$ cat config.mk
export PLATFORM = sky130hd
export DESIGN_NAME = hardware_config_attach_control
export DESIGN_NICKNAME = d
export VERILOG_FILES = /design/src/inc/hwcfg_pkg.sv /design/src/inc/reg_bus_if.sv /design/src/core/ahb_port.sv /design/src/core/attach_pin.sv /design/src/core/hardware_config_attach_control.sv
export SDC_FILE = /design/constraint.sdc
export NUM_CORES = 1
export LEC_CHECK = 0
export ABC_AREA = 1
export BUFFER_PORTS_ARGS = -buffer_cell sky130_fd_sc_hd__buf_2
export CAP_MARGIN = 0
export CELL_PAD_IN_SITES_DETAIL_PLACEMENT = 1
export CELL_PAD_IN_SITES_GLOBAL_PLACEMENT = 1
export CORE_MARGIN = 3
export CORE_UTILIZATION = 29
export DETAILED_ROUTE_END_ITERATION = 16
export PLACE_DENSITY_LB_ADDON = 0.1
export REMOVE_ABC_BUFFERS = 1
export SYNTH_ARGS = -nofsm -noshare
export SYNTH_HDL_FRONTEND = slang
export SYNTH_SLANG_ARGS = --single-unit
$ cat constraint.sdc
create_clock -name core_clk -period 1.2 [get_ports core_clk]
set_input_delay 0 -clock core_clk [delete_from_list [all_inputs] [get_ports core_clk]]
set_output_delay 0 -clock core_clk [all_outputs]
set_load 0.02 [all_outputs]
$ cat src/inc/hwcfg_pkg.sv
// Constants and types for the configuration and attach control block
package hwcfg_pkg;

  // Register byte offsets (low address bits decoded)
  localparam int ADDR_W = 12;
  localparam logic [11:0] CONFIG_OFS = 12'h010;
  localparam logic [11:0] INT_STS_OFS = 12'h014;
  localparam logic [11:0] INT_MASK_OFS = 12'h018;

  // Field positions in the configuration register
  localparam int IND_LSB = 20;
  localparam int IND_W = 4;
  localparam int DET_STS_BIT = 15;
  localparam int DET_EN_BIT = 14;
  localparam int EMU_BIT = 13;
  localparam int PROT_BIT = 12;
  localparam int BUF_BIT = 10;
  localparam int CON_EN_BIT = 9;

  // Values after reset
  localparam logic [3:0] IND_RST = 4'h0;
  localparam logic EMU_RST = 1'b0;
  localparam logic PROT_RST = 1'b0;
  localparam logic BUF_RST = 1'b0;
  localparam logic CON_EN_RST = 1'b0;
  localparam logic DET_STS_RST = 1'b0;

  // Interrupt status and mask layout
  localparam int INT_W = 2;
  localparam int INT_REATTACH = 0;
  localparam int INT_DETACH = 1;
  localparam logic [1:0] INT_RST = 2'h0;

  // Attach state machine, one-hot
  typedef enum logic [2:0] {
    ST_ATTACHING = 3'b001,
    ST_DETACHED = 3'b010,
    ST_ATTACHED = 3'b100
  } link_state_t;

endpackage

$ cat src/inc/reg_bus_if.sv
// Internal register access carrier between bus port and register bank
interface reg_bus_if;
  import hwcfg_pkg::*;
  logic [ADDR_W-1:0] addr; // Byte address of the data phase
  logic wr; // Write strobe, one cycle
  logic [31:0] wdata; // Write data
  logic [31:0] rdata; // Read data from the bank
  modport port (output addr, output wr, output wdata, input rdata);
  modport regs (input addr, input wr, input wdata, output rdata);
endinterface

$ cat src/core/ahb_port.sv
// AHB-Lite slave front end feeding the register bank
module ahb_port
  import hwcfg_pkg::*;
(
  // Clock and reset
  input wire logic core_clk,
  input wire logic rstn,
  // AHB-Lite slave side
  input wire logic hsel,
  input wire logic [31:0] haddr,
  input wire logic [1:0] htrans,
  input wire logic hwrite,
  input wire logic [2:0] hsize,
  input wire logic [31:0] hwdata,
  input wire logic hready,
  output logic hreadyout,
  output logic hresp,
  output logic [31:0] hrdata,
  // Register bank side
  reg_bus_if.port bus
);

  typedef struct packed {
    logic [ADDR_W-1:0] addr; // Latched address
    logic wr; // Write data phase pending
    logic rd; // Read wait cycle pending
    logic [31:0] rdata; // Registered read data
  } port_state_t;

  port_state_t q, n;
  logic take; // Address phase accepted

  // Any NONSEQ or SEQ transfer; size is not checked, only words are used
  assign take = hsel & htrans[1] & hready;

  // Next state of the front end
  always_comb begin
    n = q;
    n.wr = 1'b0;
    n.rd = 1'b0;
    // Read sampled one cycle late so a preceding write is seen
    if (q.rd) begin
      n.rdata = bus.rdata;
    end
    if (take) begin
      n.addr = haddr[ADDR_W-1:0];
      n.wr = hwrite;
      n.rd = ~hwrite;
    end
  end

  // State register
  always_ff @(posedge core_clk or negedge rstn) begin
    if (!rstn) begin
      q <= '0;
    end else begin
      q <= n;
    end
  end

  // One wait state on reads, none on writes
  assign hreadyout = ~q.rd;
  assign hresp = 1'b0;
  assign hrdata = q.rdata;
  assign bus.addr = q.addr;
  assign bus.wr = q.wr;
  assign bus.wdata = hwdata;

endmodule // ahb_port

$ cat src/core/attach_pin.sv
// Output driver for the attach indicator pin
module attach_pin (
  // Clock and reset
  input wire logic core_clk,
  input wire logic rstn,
  // Control
  input wire logic assert_req,
  input wire logic push_pull,
  // Pin
  output logic pin_o,
  output logic pin_oe_n
);

  typedef struct packed {
    logic o; // Driven level
    logic oe_n; // Low while driving
  } pin_state_t;

  pin_state_t q, n;

  // Push-pull drives both levels; open drain only pulls low
  always_comb begin
    n = q;
    if (push_pull) begin
      n.o = assert_req;
      n.oe_n = 1'b0;
    end else begin
      // Asserted level comes from the external pull-up
      n.o = 1'b0;
      n.oe_n = assert_req;
    end
  end

  // Pin register; released at reset so nothing is forced
  always_ff @(posedge core_clk or negedge rstn) begin
    if (!rstn) begin
      q <= '{o: 1'b0, oe_n: 1'b1};
    end else begin
      q <= n;
    end
  end

  assign pin_o = q.o;
  assign pin_oe_n = q.oe_n;

endmodule // attach_pin

$ cat src/core/hardware_config_attach_control.sv
// Configuration register bank with detach and reattach control
//
// The AHB-Lite register port is this design's own decision.
module hardware_config_attach_control
  import hwcfg_pkg::*;
(
  // Clock and power-on reset
  input wire logic core_clk,
  input wire logic rstn,
  // Synchronous reset from any source other than power-on
  input wire logic soft_rst,
  // AHB-Lite slave
  input wire logic hsel,
  input wire logic [31:0] haddr,
  input wire logic [1:0] htrans,
  input wire logic hwrite,
  input wire logic [2:0] hsize,
  input wire logic [31:0] hwdata,
  input wire logic hready,
  output logic hreadyout,
  output logic hresp,
  output logic [31:0] hrdata,
  // Configuration memory presence
  input wire logic eeprom_present,
  input wire logic otp_configured,
  // Reattach causes
  input wire logic phy_link_up,
  input wire logic gpio_wake,
  // USB core handshake
  input wire logic usb_configured,
  output logic usb_attach_req,
  // Descriptor source to the USB core
  output logic descr_from_ram,
  // Indicator pin enables
  output logic [3:0] indicator_enable,
  // Attach indicator pin
  output logic connect_o,
  output logic connect_oe_n,
  // Interrupt
  output logic irq
);

  // Bank in brief
  // One configuration word, one event status word, one mask word
  // Detach command takes the device off the bus until a cause
  // Link up or wake pin brings it back and marks the event
  // Event bits are sticky and cleared by writing ones
  // Interrupt line is a level, high while an unmasked bit is set
  // Every output registered, so decode glitches never reach pins
  // Power-on reset: asynchronous, restores every default
  // Other resets: synchronous, spare shielded fields under protect
  // Limitation: shielding covers only this word, not its neighbours

  // All register and sequencing state of the bank
  typedef struct packed {
    logic [IND_W-1:0] ind_en; // Indicator enables
    logic det_sts; // Detach event status
    logic det_cmd; // Self-clearing detach command
    logic emu_sel; // Descriptor source select
    logic protect; // Reset protection
    logic buf_pp; // Attach pin push-pull
    logic con_en; // Attach pin enable
    logic [INT_W-1:0] int_sts; // Sticky event bits
    logic [INT_W-1:0] int_mask; // Interrupt enables
    link_state_t st; // Attach sequencing state
    logic usb_req; // Registered attach request
    logic descr_ram; // Registered descriptor source
    logic [IND_W-1:0] ind_out; // Registered indicator enables
    logic irq; // Registered interrupt line
  } bank_state_t;

  bank_state_t q, n;

  reg_bus_if bus ();

  // Decoded register hits in the data phase
  logic hit_cfg;
  logic hit_sts;
  logic hit_mask;
  logic wr_cfg;
  logic wr_sts;
  logic wr_mask;
  logic reattach; // Reattach cause in the detached state
  logic sts_clr; // Software clears detach status
  logic [INT_W-1:0] int_set; // Events this cycle
  logic [INT_W-1:0] int_clr; // Write-one-clear bits
  logic pin_assert; // Attach indicator request

  // Read data leave the bank a cycle after the address
  // So a read right behind a write sees the new value
  // Writes complete with no wait state
  // Bus front end with one wait state on reads
  ahb_port u_port (
    .core_clk(core_clk),
    .rstn(rstn),
    .hsel(hsel),
    .haddr(haddr),
    .htrans(htrans),
    .hwrite(hwrite),
    .hsize(hsize),
    .hwdata(hwdata),
    .hready(hready),
    .hreadyout(hreadyout),
    .hresp(hresp),
    .hrdata(hrdata),
    .bus(bus.port)
  );

  // Only the low twelve address bits are compared
  // Upper bits alias, traded for a narrow comparator
  // Decode works on the latched data-phase address
  // Address decode; unmapped addresses read zero and ignore writes
  always_comb begin
    hit_cfg = 1'b0;
    hit_sts = 1'b0;
    hit_mask = 1'b0;
    if (bus.addr == CONFIG_OFS) begin
      hit_cfg = 1'b1;
    end else if (bus.addr == INT_STS_OFS) begin
      hit_sts = 1'b1;
    end else if (bus.addr == INT_MASK_OFS) begin
      hit_mask = 1'b1;
    end
  end

  assign wr_cfg = bus.wr & hit_cfg;
  assign wr_sts = bus.wr & hit_sts;
  assign wr_mask = bus.wr & hit_mask;

  // Causes count only while detached
  // A link already up while attached raises no event
  // Either cause ends a commanded detach
  assign reattach = (q.st == ST_DETACHED) & (phy_link_up | gpio_wake);

  // Clear and a same-cycle reattach: the reattach wins below
  // Status clear by writing a one to bit 15
  assign sts_clr = wr_cfg & bus.wdata[DET_STS_BIT];

  // Detach event marks the command cycle itself
  // Reattach event marks the cycle the cause is seen
  // Events feeding the interrupt status
  always_comb begin
    int_set = '0;
    int_set[INT_REATTACH] = reattach;
    int_set[INT_DETACH] = q.det_cmd;
  end

  assign int_clr = wr_sts ? bus.wdata[INT_W-1:0] : '0;

  // Command bit reads back only in its single live cycle
  // Status word and mask share one two-bit layout
  // Read multiplexer; reserved and unused bits stay zero
  always_comb begin
    bus.rdata = 32'h0000_0000;
    if (hit_cfg) begin
      bus.rdata[IND_LSB +: IND_W] = q.ind_en;
      bus.rdata[DET_STS_BIT] = q.det_sts;
      bus.rdata[DET_EN_BIT] = q.det_cmd;
      bus.rdata[EMU_BIT] = q.emu_sel;
      bus.rdata[PROT_BIT] = q.protect;
      bus.rdata[BUF_BIT] = q.buf_pp;
      bus.rdata[CON_EN_BIT] = q.con_en;
    end else if (hit_sts) begin
      bus.rdata[INT_W-1:0] = q.int_sts;
    end else if (hit_mask) begin
      bus.rdata[INT_W-1:0] = q.int_mask;
    end
  end

  // Next state of the register bank
  always_comb begin
    n = q;
    // Command bit lives for one cycle only
    n.det_cmd = 1'b0;

    // Whole word written at once, no byte strobes
    // Transfers of any size reach this bank; hsize is not checked
    // Configuration writes; reserved positions are never stored
    if (wr_cfg) begin
      n.ind_en = bus.wdata[IND_LSB +: IND_W];
      n.emu_sel = bus.wdata[EMU_BIT];
      n.protect = bus.wdata[PROT_BIT];
      n.buf_pp = bus.wdata[BUF_BIT];
      n.con_en = bus.wdata[CON_EN_BIT];
      n.det_cmd = bus.wdata[DET_EN_BIT];
    end

    // Mask register
    if (wr_mask) begin
      n.int_mask = bus.wdata[INT_W-1:0];
    end

    // Three states, no counters
    // Command override sits after the case, so it wins
    // Branches read only the core handshake and the causes
    // Attach sequencing
    case (q.st)
      ST_ATTACHING: begin
        // Enumeration done ends the attempt
        if (usb_configured) begin
          n.st = ST_ATTACHED;
        end
      end
      ST_ATTACHED: begin
        // Host lost the device: try again
        if (!usb_configured) begin
          n.st = ST_ATTACHING;
        end
      end
      ST_DETACHED: begin
        // Stays off the bus until a cause appears
        if (reattach) begin
          n.st = ST_ATTACHING;
        end
      end
      default: begin
        n.st = ST_ATTACHING;
      end
    endcase
    // Command wins over any other transition
    if (q.det_cmd) begin
      n.st = ST_DETACHED;
    end

    // Status survives soft reset so a reloaded driver can read it
    // Detach status: a set in the clearing cycle survives
    n.det_sts = (q.det_sts & ~sts_clr) | reattach;

    // Events are single pulses, so a lost set is lost for good
    // Set term applied last for that reason
    // Sticky event bits, set wins over clear
    n.int_sts = (q.int_sts & ~int_clr) | int_set;

    // Soft reset comes last, so it beats a same-cycle write
    // Protect is taken from the stored value
    // A write setting protect in the reset cycle shields nothing yet
    // Detach status and attach state are left alone on purpose
    // Non power-on reset overrides the command, event, mask and unshielded fields above
    if (soft_rst) begin
      n.det_cmd = 1'b0;
      n.int_sts = INT_RST;
      n.int_mask = INT_RST;
      // Shielded fields keep their values while protect is set
      if (!q.protect) begin
        n.ind_en = IND_RST;
        n.emu_sel = EMU_RST;
        n.protect = PROT_RST;
        n.buf_pp = BUF_RST;
        n.con_en = CON_EN_RST;
      end
    end

    // Outputs below are taken from the next state
    // So each one changes at the same edge as its source
    // Registered outputs
    n.usb_req = (n.st != ST_DETACHED);
    // Select only counts without external configuration
    n.descr_ram = n.emu_sel & ~eeprom_present & ~otp_configured;
    n.ind_out = n.ind_en;
    n.irq = |(n.int_sts & n.int_mask);
  end

  // Asynchronous reset branch assigns constants only
  // Bank register; power-on reset restores every default
  always_ff @(posedge core_clk or negedge rstn) begin
    if (!rstn) begin
      q <= '{
        ind_en: IND_RST,
        det_sts: DET_STS_RST,
        det_cmd: 1'b0,
        emu_sel: EMU_RST,
        protect: PROT_RST,
        buf_pp: BUF_RST,
        con_en: CON_EN_RST,
        int_sts: INT_RST,
        int_mask: INT_RST,
        st: ST_ATTACHING,
        usb_req: 1'b1,
        descr_ram: 1'b0,
        ind_out: IND_RST,
        irq: 1'b0
      };
    end else begin
      q <= n;
    end
  end

  // Pin asserts during every attach attempt, reattach included
  // Taken from the next state, like the attach request
  // So the pin never shows asserted while detached
  assign pin_assert = n.con_en & (n.st == ST_ATTACHING);

  // Buffer type also from the next state, to keep the pin in step
  // Attach indicator driver
  attach_pin u_pin (
    .core_clk(core_clk),
    .rstn(rstn),
    .assert_req(pin_assert),
    .push_pull(n.buf_pp),
    .pin_o(connect_o),
    .pin_oe_n(connect_oe_n)
  );

  // Outputs straight from the bank register
  assign usb_attach_req = q.usb_req;
  assign descr_from_ram = q.descr_ram;
  assign indicator_enable = q.ind_out;
  assign irq = q.irq;

endmodule // hardware_config_attach_control

==> summary.txt, run 1 <==
Run status
  • Run status: finished, violations left
  • Failing checks: setup timing

Worst setup path
  • Critical path data arrival time: 1.60 ns
  • Critical path fanouts, max: 6
  • Setup slack, reg-to-reg: -0.20 ns
  • Critical setup path kind: reg2reg
  • FF-to-FF End: irq$_DFF_PN0_
  • Worst r2r src: u_port.bus.addr[11]$_DFFE_PN0P_
  • Register-to-Register Path Depth: 9
  • Crit start category: flop
  • Crit end category: flop
  • Worst Path Required: 1.40 ns

Placed design
  • Hpwl dp: 3950 um
  • Cell Area, Placed: 0.00273 mm^2
  • Port Buf Inserts: 57
  • Placed Instances: 423
  • Pre-CTS setup slack: -0.197 ns
  • Gp weighted congestion: 0.775

GRT
  • Grt ovf: 0
  • Vias in the first global route: 1871
  • First-pass GRT wire length: 9030 um
  • Global Route Usage Sum: 0.128
  • Largest net degree at the start of global routing: 49
  • Antenna violations before repair: 0

Clock network
  • Skew-Pair Late Insertion Delay: 0.31 ns
  • Root Driver: clkbuf_8
  • Maximum clock path buffer count: 2
  • Clock Sinks: 48
  • CTS tree: done
  • CTS Buf Count: 5
  • CTS clock-pin slew for the worst setup and hold paths: 0.09 ns
  • CTS HTree Levels: 2

Synthesis
  • Sequential share of the synthesized area: 0.511
  • Avg Cell Area, Syn: 8.90 um^2
  • Mapped Cells: 265
  • Syn Std Cell Area: 0.00236 mm^2
  • Synth warn: 0
  • Post-synth cell types: 29
  • Yosys reg bits: 48

Min path
  • HP Class: in2reg
  • Cells on Worst Hold Path: 3
  • WHS Endpoint: q[15]$_DFF_PN0_
  • Worst Min Path Start: hwdata[10]

Power
  • P per Cell Area: 1110 mW/mm^2
  • Peak VDD IR: 523 uV
  • Internal power: 2.64 mW
  • Comb pwr share: 0.146
  • Sw Share: 0.251
  • Clock share of power: 0.358
  • Sw power: 883 uW
  • Overall Power: 3.52 mW
  • Sequential share of power: 0.495
  • Static leakage: 1.64 nW

Route
  • DR pass1 iterations: 4
  • Wire length per cell: 11.9 um
  • Routed WL: 5480 um
  • DRC Markers: 0
  • Vias: 1879
  • Final ANT Viol Nets: 0
  • Vias/cell: 4.09
  • Detailed router's first-iteration violation count: 79

STA
  • Setup TNS Final: -3.28 ns
  • Hold WS: 0.00671 ns
  • Tcrit/Tclk final: 1.16
  • Max Clock Skew: 0.00737 ns
  • Fmax: 716 MHz
  • Setup violations, final: 30
  • Crit path time final: 1.40 ns
  • Pins over their slew limit: 0
  • RSZ-0062 raised after global routing: true
  • Fin. Hold Viols: 0
  • Setup slack after layout: -0.196 ns

Floorplanning
  • Initial Util: 0.302
  • Core area: 0.00781 mm^2
  • Die ar.: 0.00925 mm^2
  • I/O pins: 123
  • Die H: 96.2 um
  • Die X: 96.2 um
  • Std cell rows: 32

Final layout
  • Final instance area: 0.00316 mm^2
  • Utilization after layout: 0.405
  • Fillers: 946
  • N_diodes: 0
  • # nets final: 436
  • Finished Layout Cells: 459
  • Layout cells sized above 1: 0.353
  • Layout area overhead: 34.1%

Job
  • Max-cap violations: 0
-- routing by layer --
layer / track usage / part of all wire / up-vias
li1: - / - / 948
met1: 0.163 / 0.43 / 872
met2: 0.209 / 0.50 / 54
met3: 0.0344 / 0.061 / 5
met4: 0.0391 / 0.012 / 0
met5: 0 / 0 / -
-- Yosys cell counts --
cell type	n	area, um^2
nand2_1	48	180
dfrtp_1	45	1130
buf_4	37	278
nor2_1	30	113
inv_1	29	109
o21ai_0	13	65.1
a21oi_1	12	60.1
mux2_2	7	78.8
nand2_2	6	37.5
nand3_1	6	30.0
nand4_1	5	31.3
dfstp_2	3	78.8
inv_2	3	11.3
buf_2	2	10.0
buf_6	2	22.5
nor2_4	2	22.5
o21ai_1	2	10.0
o31ai_1	2	15.0
a211oi_1	1	7.51
and3_1	1	6.26
clkbuf_1	1	3.75
clkinv_2	1	5.00
conb_1	1	3.75
nand3_2	1	10.0
nand4_2	1	12.5
nor2_2	1	6.26
o211ai_2	1	12.5
or2_0	1	6.26
or2_2	1	6.26
-- critical path: stages (launching register included) --
cell	delay, ns
dfrtp_1	0.38
nor2_1	0.10
nand2_1	0.09
nor2_4	0.17
buf_6	0.15
nand4_1	0.11
nand2_1	0.13
nor2_2	0.05
nand2_1	0.06
nand2_1	0.05
-- placed cells by master, fill, tap and decap left out --
master         instances
nand3_2                1
inv_1                 28
bufinv_16              1
nor2_2                 5
o31ai_1                2
or2_2                  1
nand3_4                1
dfrtp_1               45
o21ai_1               10
o211ai_2               1
a211oi_2               1
conb_1                21
nand3_1                5
nand4_2                1
a21oi_2                1
dfstp_2                3
nor2_1                26
buf_4                 19
inv_2                  4
nand2_1               46
buf_6                  1
clkinv_4               2
or2_0                  1
nand4_1                5
dlygate4sd3_1         25
mux2_2                 7
nand2_2                8
o21ai_0                5
buf_12                 3
a21oi_1               11
and3_1                 1
nor2_4                 2
clkbuf_8               6
buf_2                 58
-- sequential cells by signal, summed over array words and instances, names as in the netlist --
name	flops
descr_from_ram	1
indicator_enable	4
int_set	1
irq	1
q	12
u_pin.pin_o	1
u_pin.pin_oe_n	1
u_port.bus.addr	12
u_port.bus.wr	1
u_port.hrdata	12
u_port.q	1
usb_attach_req	1
-- kinds of logic (layout without fill, tap and decap cells) --
kind of cell | count (synthesis) | in the layout | share of synthesized area
AO/OA/AOI/OAI | 31 | 31 | 0.0721
buffers and inverters | 75 | 147 | 0.186
flip-flops | 48 | 48 | 0.511
multiplexers | 7 | 7 | 0.0334
other | 1 | 21 | 0.00159
AND/OR/NAND/NOR | 103 | 103 | 0.196
-- power by group through the flow --
stage	Combinational, mW	Sequential, mW	Clock, mW
global placement	0.435	1.78	0
detailed placement	0.444	1.78	0
floorplan	0.222	1.77	0
CTS	0.521	1.75	1.31
global route	0.584	1.76	1.38
finish	0.516	1.75	1.26
-- final cells by class --
class | count | area [um^2] | share of cell area
inverters | 33 | 129 | 0.0407
repair buffers | 106 | 754 | 0.239
clock buffers | 6 | 82.6 | 0.0261
well taps | 102 | 128 | 0.0403
multi-input cells | 162 | 826 | 0.261
clock inverters | 2 | 38.8 | 0.0123
flip-flops and latches | 48 | 1200 | 0.381
-- worst max-delay path by stage --
stage,cells after the start,startpoint,end
after global placement,7,q[7]$_DFF_PN1_,u_pin.pin_oe_n$_DFF_PN1_
after floorplan,8,u_port.bus.addr[11]$_DFFE_PN0P_,u_pin.pin_o$_DFF_PN0_
after CTS,9,u_port.bus.addr[5]$_DFFE_PN0P_,irq$_DFF_PN0_
after global routing,9,u_port.bus.addr[7]$_DFFE_PN0P_,irq$_DFF_PN0_
after detailed placement,7,q[7]$_DFF_PN1_,u_pin.pin_oe_n$_DFF_PN1_
final,9,u_port.bus.addr[11]$_DFFE_PN0P_,irq$_DFF_PN0_
-- repair_timing --
item                                    4_1_cts  5_1_grt
setup buffers                                 1        1
resized for setup                            10       11
endpoints found under the setup margin       31       31
endpoints found under the hold margin        73        0
cloned                                        1        0
pin swaps                                    10       11
hold buffers                                 25        0
(Power assumes the default switching activity.)
==> inputs of run 2 (changes only) <==
- BUFFER_PORTS_ARGS: -buffer_cell sky130_fd_sc_hd__buf_2 -> -buffer_cell sky130_fd_sc_hd__buf_4
==> run 2 against run 1 <==
The flow still finishes with violations (setup timing). Global-route usage down 0.25 points. Worst hold slack better by 0.051 ns. Clock-buffer cell count unchanged. Design area up 6.9%. Routed wire length up 0.64%. Sequential power about the same. Maximum frequency down 0.51%. Die area unchanged. Clock power about the same. Critical path type unchanged. Largest power group unchanged.
==> summary.txt, run 2 (same netlist as run 1, synthesis figures left out) <==
Min path
  • HP Class: in2reg
  • Cells on Worst Hold Path: 4
  • Worst Min Path Start: hwdata[0]

GRT
  • Antenna violations before repair: 0
  • Largest net degree at the start of global routing: 32
  • Grt ovf: 0
  • First-pass GRT wire length: 8910 um
  • Vias in the first global route: 1946
  • Global Route Usage Sum: 0.125

Worst setup path
  • Worst r2r src: u_port.bus.addr[8]$_DFFE_PN0P_
  • Crit start category: flop
  • Worst path max stage delay: 0.39 ns
  • CP startpoint: u_port.bus.addr[8]$_DFFE_PN0P_
  • Critical path data arrival time: 1.61 ns
  • Critical setup path kind: reg2reg
  • Critical-path cell list: nor2_1 -> nand2_1 -> nor2_4 -> buf_6 -> nand2_2 -> o31ai_1
  • Register-to-Register Path Depth: 6
  • Critical path fanouts, max: 10
  • Crit path max-delay cell type: dfrtp_1
  • Worst Path Required: 1.41 ns
  • Crit end category: flop

STA
  • Crit path time final: 1.40 ns
  • Pins over their slew limit: 0
  • Setup violations, final: 30
  • Hold WS: 0.0580 ns
  • RSZ-0062 raised after global routing: true
  • Fmax: 713 MHz
  • Setup slack after layout: -0.204 ns
  • Fin. Hold Viols: 0
  • Tcrit/Tclk final: 1.17
  • Max Clock Skew: 0.00744 ns

Power
  • Static leakage: 1.71 nW
  • P per Cell Area: 1050 mW/mm^2
  • Peak VDD IR: 368 uV

Final layout
  • # nets final: 438
  • Multi-input gate area: 872 um^2
  • Most common cell after layout, fill and taps aside: buf_4
  • Register area: 0.00120 mm^2
  • Layout area overhead: 43.3%
  • N_diodes: 0
  • Fillers: 916
  • Finished Layout Cells: 461
  • Commonest non-fill, non-tap cells in the layout: buf_4 (76), nand2_1 (46), dfrtp_1 (45), inv_1 (28), dlygate4sd3_1 (26)
  • Layout cells sized above 1: 0.370

Placed design
  • Placed Instances: 424
  • Gp weighted congestion: 0.795
  • Hpwl dp: 4050 um
  • Port Buf Inserts: 57

Clock network
  • Skew-Pair Late Insertion Delay: 0.30 ns
  • Maximum clock path buffer count: 2
  • CTS tree: done
  • Root Driver: clkbuf_8
  • CTS clock-pin slew for the worst setup and hold paths: 0.10 ns
  • CTS HTree Levels: 2
  • CTS Buf Count: 5
  • Clock Sinks: 48

Route
  • Detailed router's first-iteration violation count: 38
  • Wire length per cell: 12.0 um
  • Routed WL: 5520 um
  • Vias/cell: 4.07
  • DRC Markers: 0
  • Final ANT Viol Nets: 0
  • DR pass1 iterations: 4
  • Vias: 1874

Floorplanning
  • I/O pins: 123
  • Die ar.: 0.00925 mm^2
  • Initial Util: 0.302
  • Die X: 96.2 um
  • Std cell rows: 32
  • Core area: 0.00781 mm^2
  • Die H: 96.2 um

Job
  • Max-cap violations: 0

Run status
  • Failing checks: setup timing
  • Run status: finished, violations left
## run 2: cell types whose count changed in the layout (fill, tap and decap cells not counted), moves of 2 or more
cell	before	now
o21ai_4	0	2
o21ai_2	0	2
buf_2	58	1
nand2_4	0	2
buf_4	19	76
nand2_2	8	6
o21ai_1	10	7
## run 2: layout make-up
type                       instances  share of cell area
clock inverter                     2              0.0115
timing repair buffer             108               0.272
multi-input combinational        162               0.258
tap                              102              0.0377
inverter                          33              0.0403
clock buffer                       6              0.0244
sequential                        48               0.356
## run 2: critical path, delay by kind of cell (launching register included)
family                 cells  cell delay, ns
buffers and inverters      1            0.15
DFF                        1            0.39
and+or+nand+nor            4            0.53
AOI/OAI and AO/OA          1            0.23
## run 2: per-layer routing
layer  routed length (um)  global-route usage  part of all wire  up-vias
met5                    0                   0                 0        -
met1                 2360               0.152              0.43      868
met4                   42              0.0391            0.0076        0
met3                  332              0.0305             0.060        4
li1                     -                   -                 -      952
met2                 2780               0.216              0.50       50
## run 2: worst paths after layout
kind | endpoint | slack, ns
setup reg to reg | u_port.hrdata[14]$_DFFE_PN0P_ | -0.20
setup / recovery | u_port.hrdata[14]$_DFFE_PN0P_ | -0.20
max in group asynchronous | u_pin.pin_oe_n$_DFF_PN1_ | 0.57
hold reg to reg | q[9]$_DFF_PN0_ | 0.44
hold / removal | q[12]$_DFF_PN0_ | 0.06
min in group asynchronous | q[9]$_DFF_PN0_ | 0.11
## run 2: repair_timing
item | CTS | global route
hold buffers | 26 | 0
hold endpoints to repair | 74 | 0
setup endpoints to repair | 31 | 30
pin swaps | 9 | 13
cloned | 1 | 0
gates resized for setup | 18 | 16
buffers inserted | 1 | 1
## run 2: through the flow
| stage | util | cell area [um^2] | setup slack [ns] | setup TNS [ns] | total power, mW |
|---|---|---|---|---|---|
| 4_1_cts | 0.426 | 3330 | -0.207 | -4.35 | 3.62 |
| 2_1_floorplan | - | 2120 | -0.231 | -2.24 | 1.99 |
| 5_1_grt | 0.433 | 3380 | -0.294 | -6.76 | 3.75 |
| 3_5_place_dp | 0.369 | 2880 | -0.220 | -4.25 | 2.26 |
| 6_report | 0.433 | 3380 | -0.204 | -4.00 | 3.55 |
| 3_3_place_gp | 0.369 | 2880 | -0.169 | -3.04 | 2.25 |
## run 2: where the power goes
group          switching [mW]  total (mW)  internal [mW]
Clock                   0.572        1.25          0.683
Combinational           0.266       0.552          0.286
Sequential             0.0412        1.75           1.71
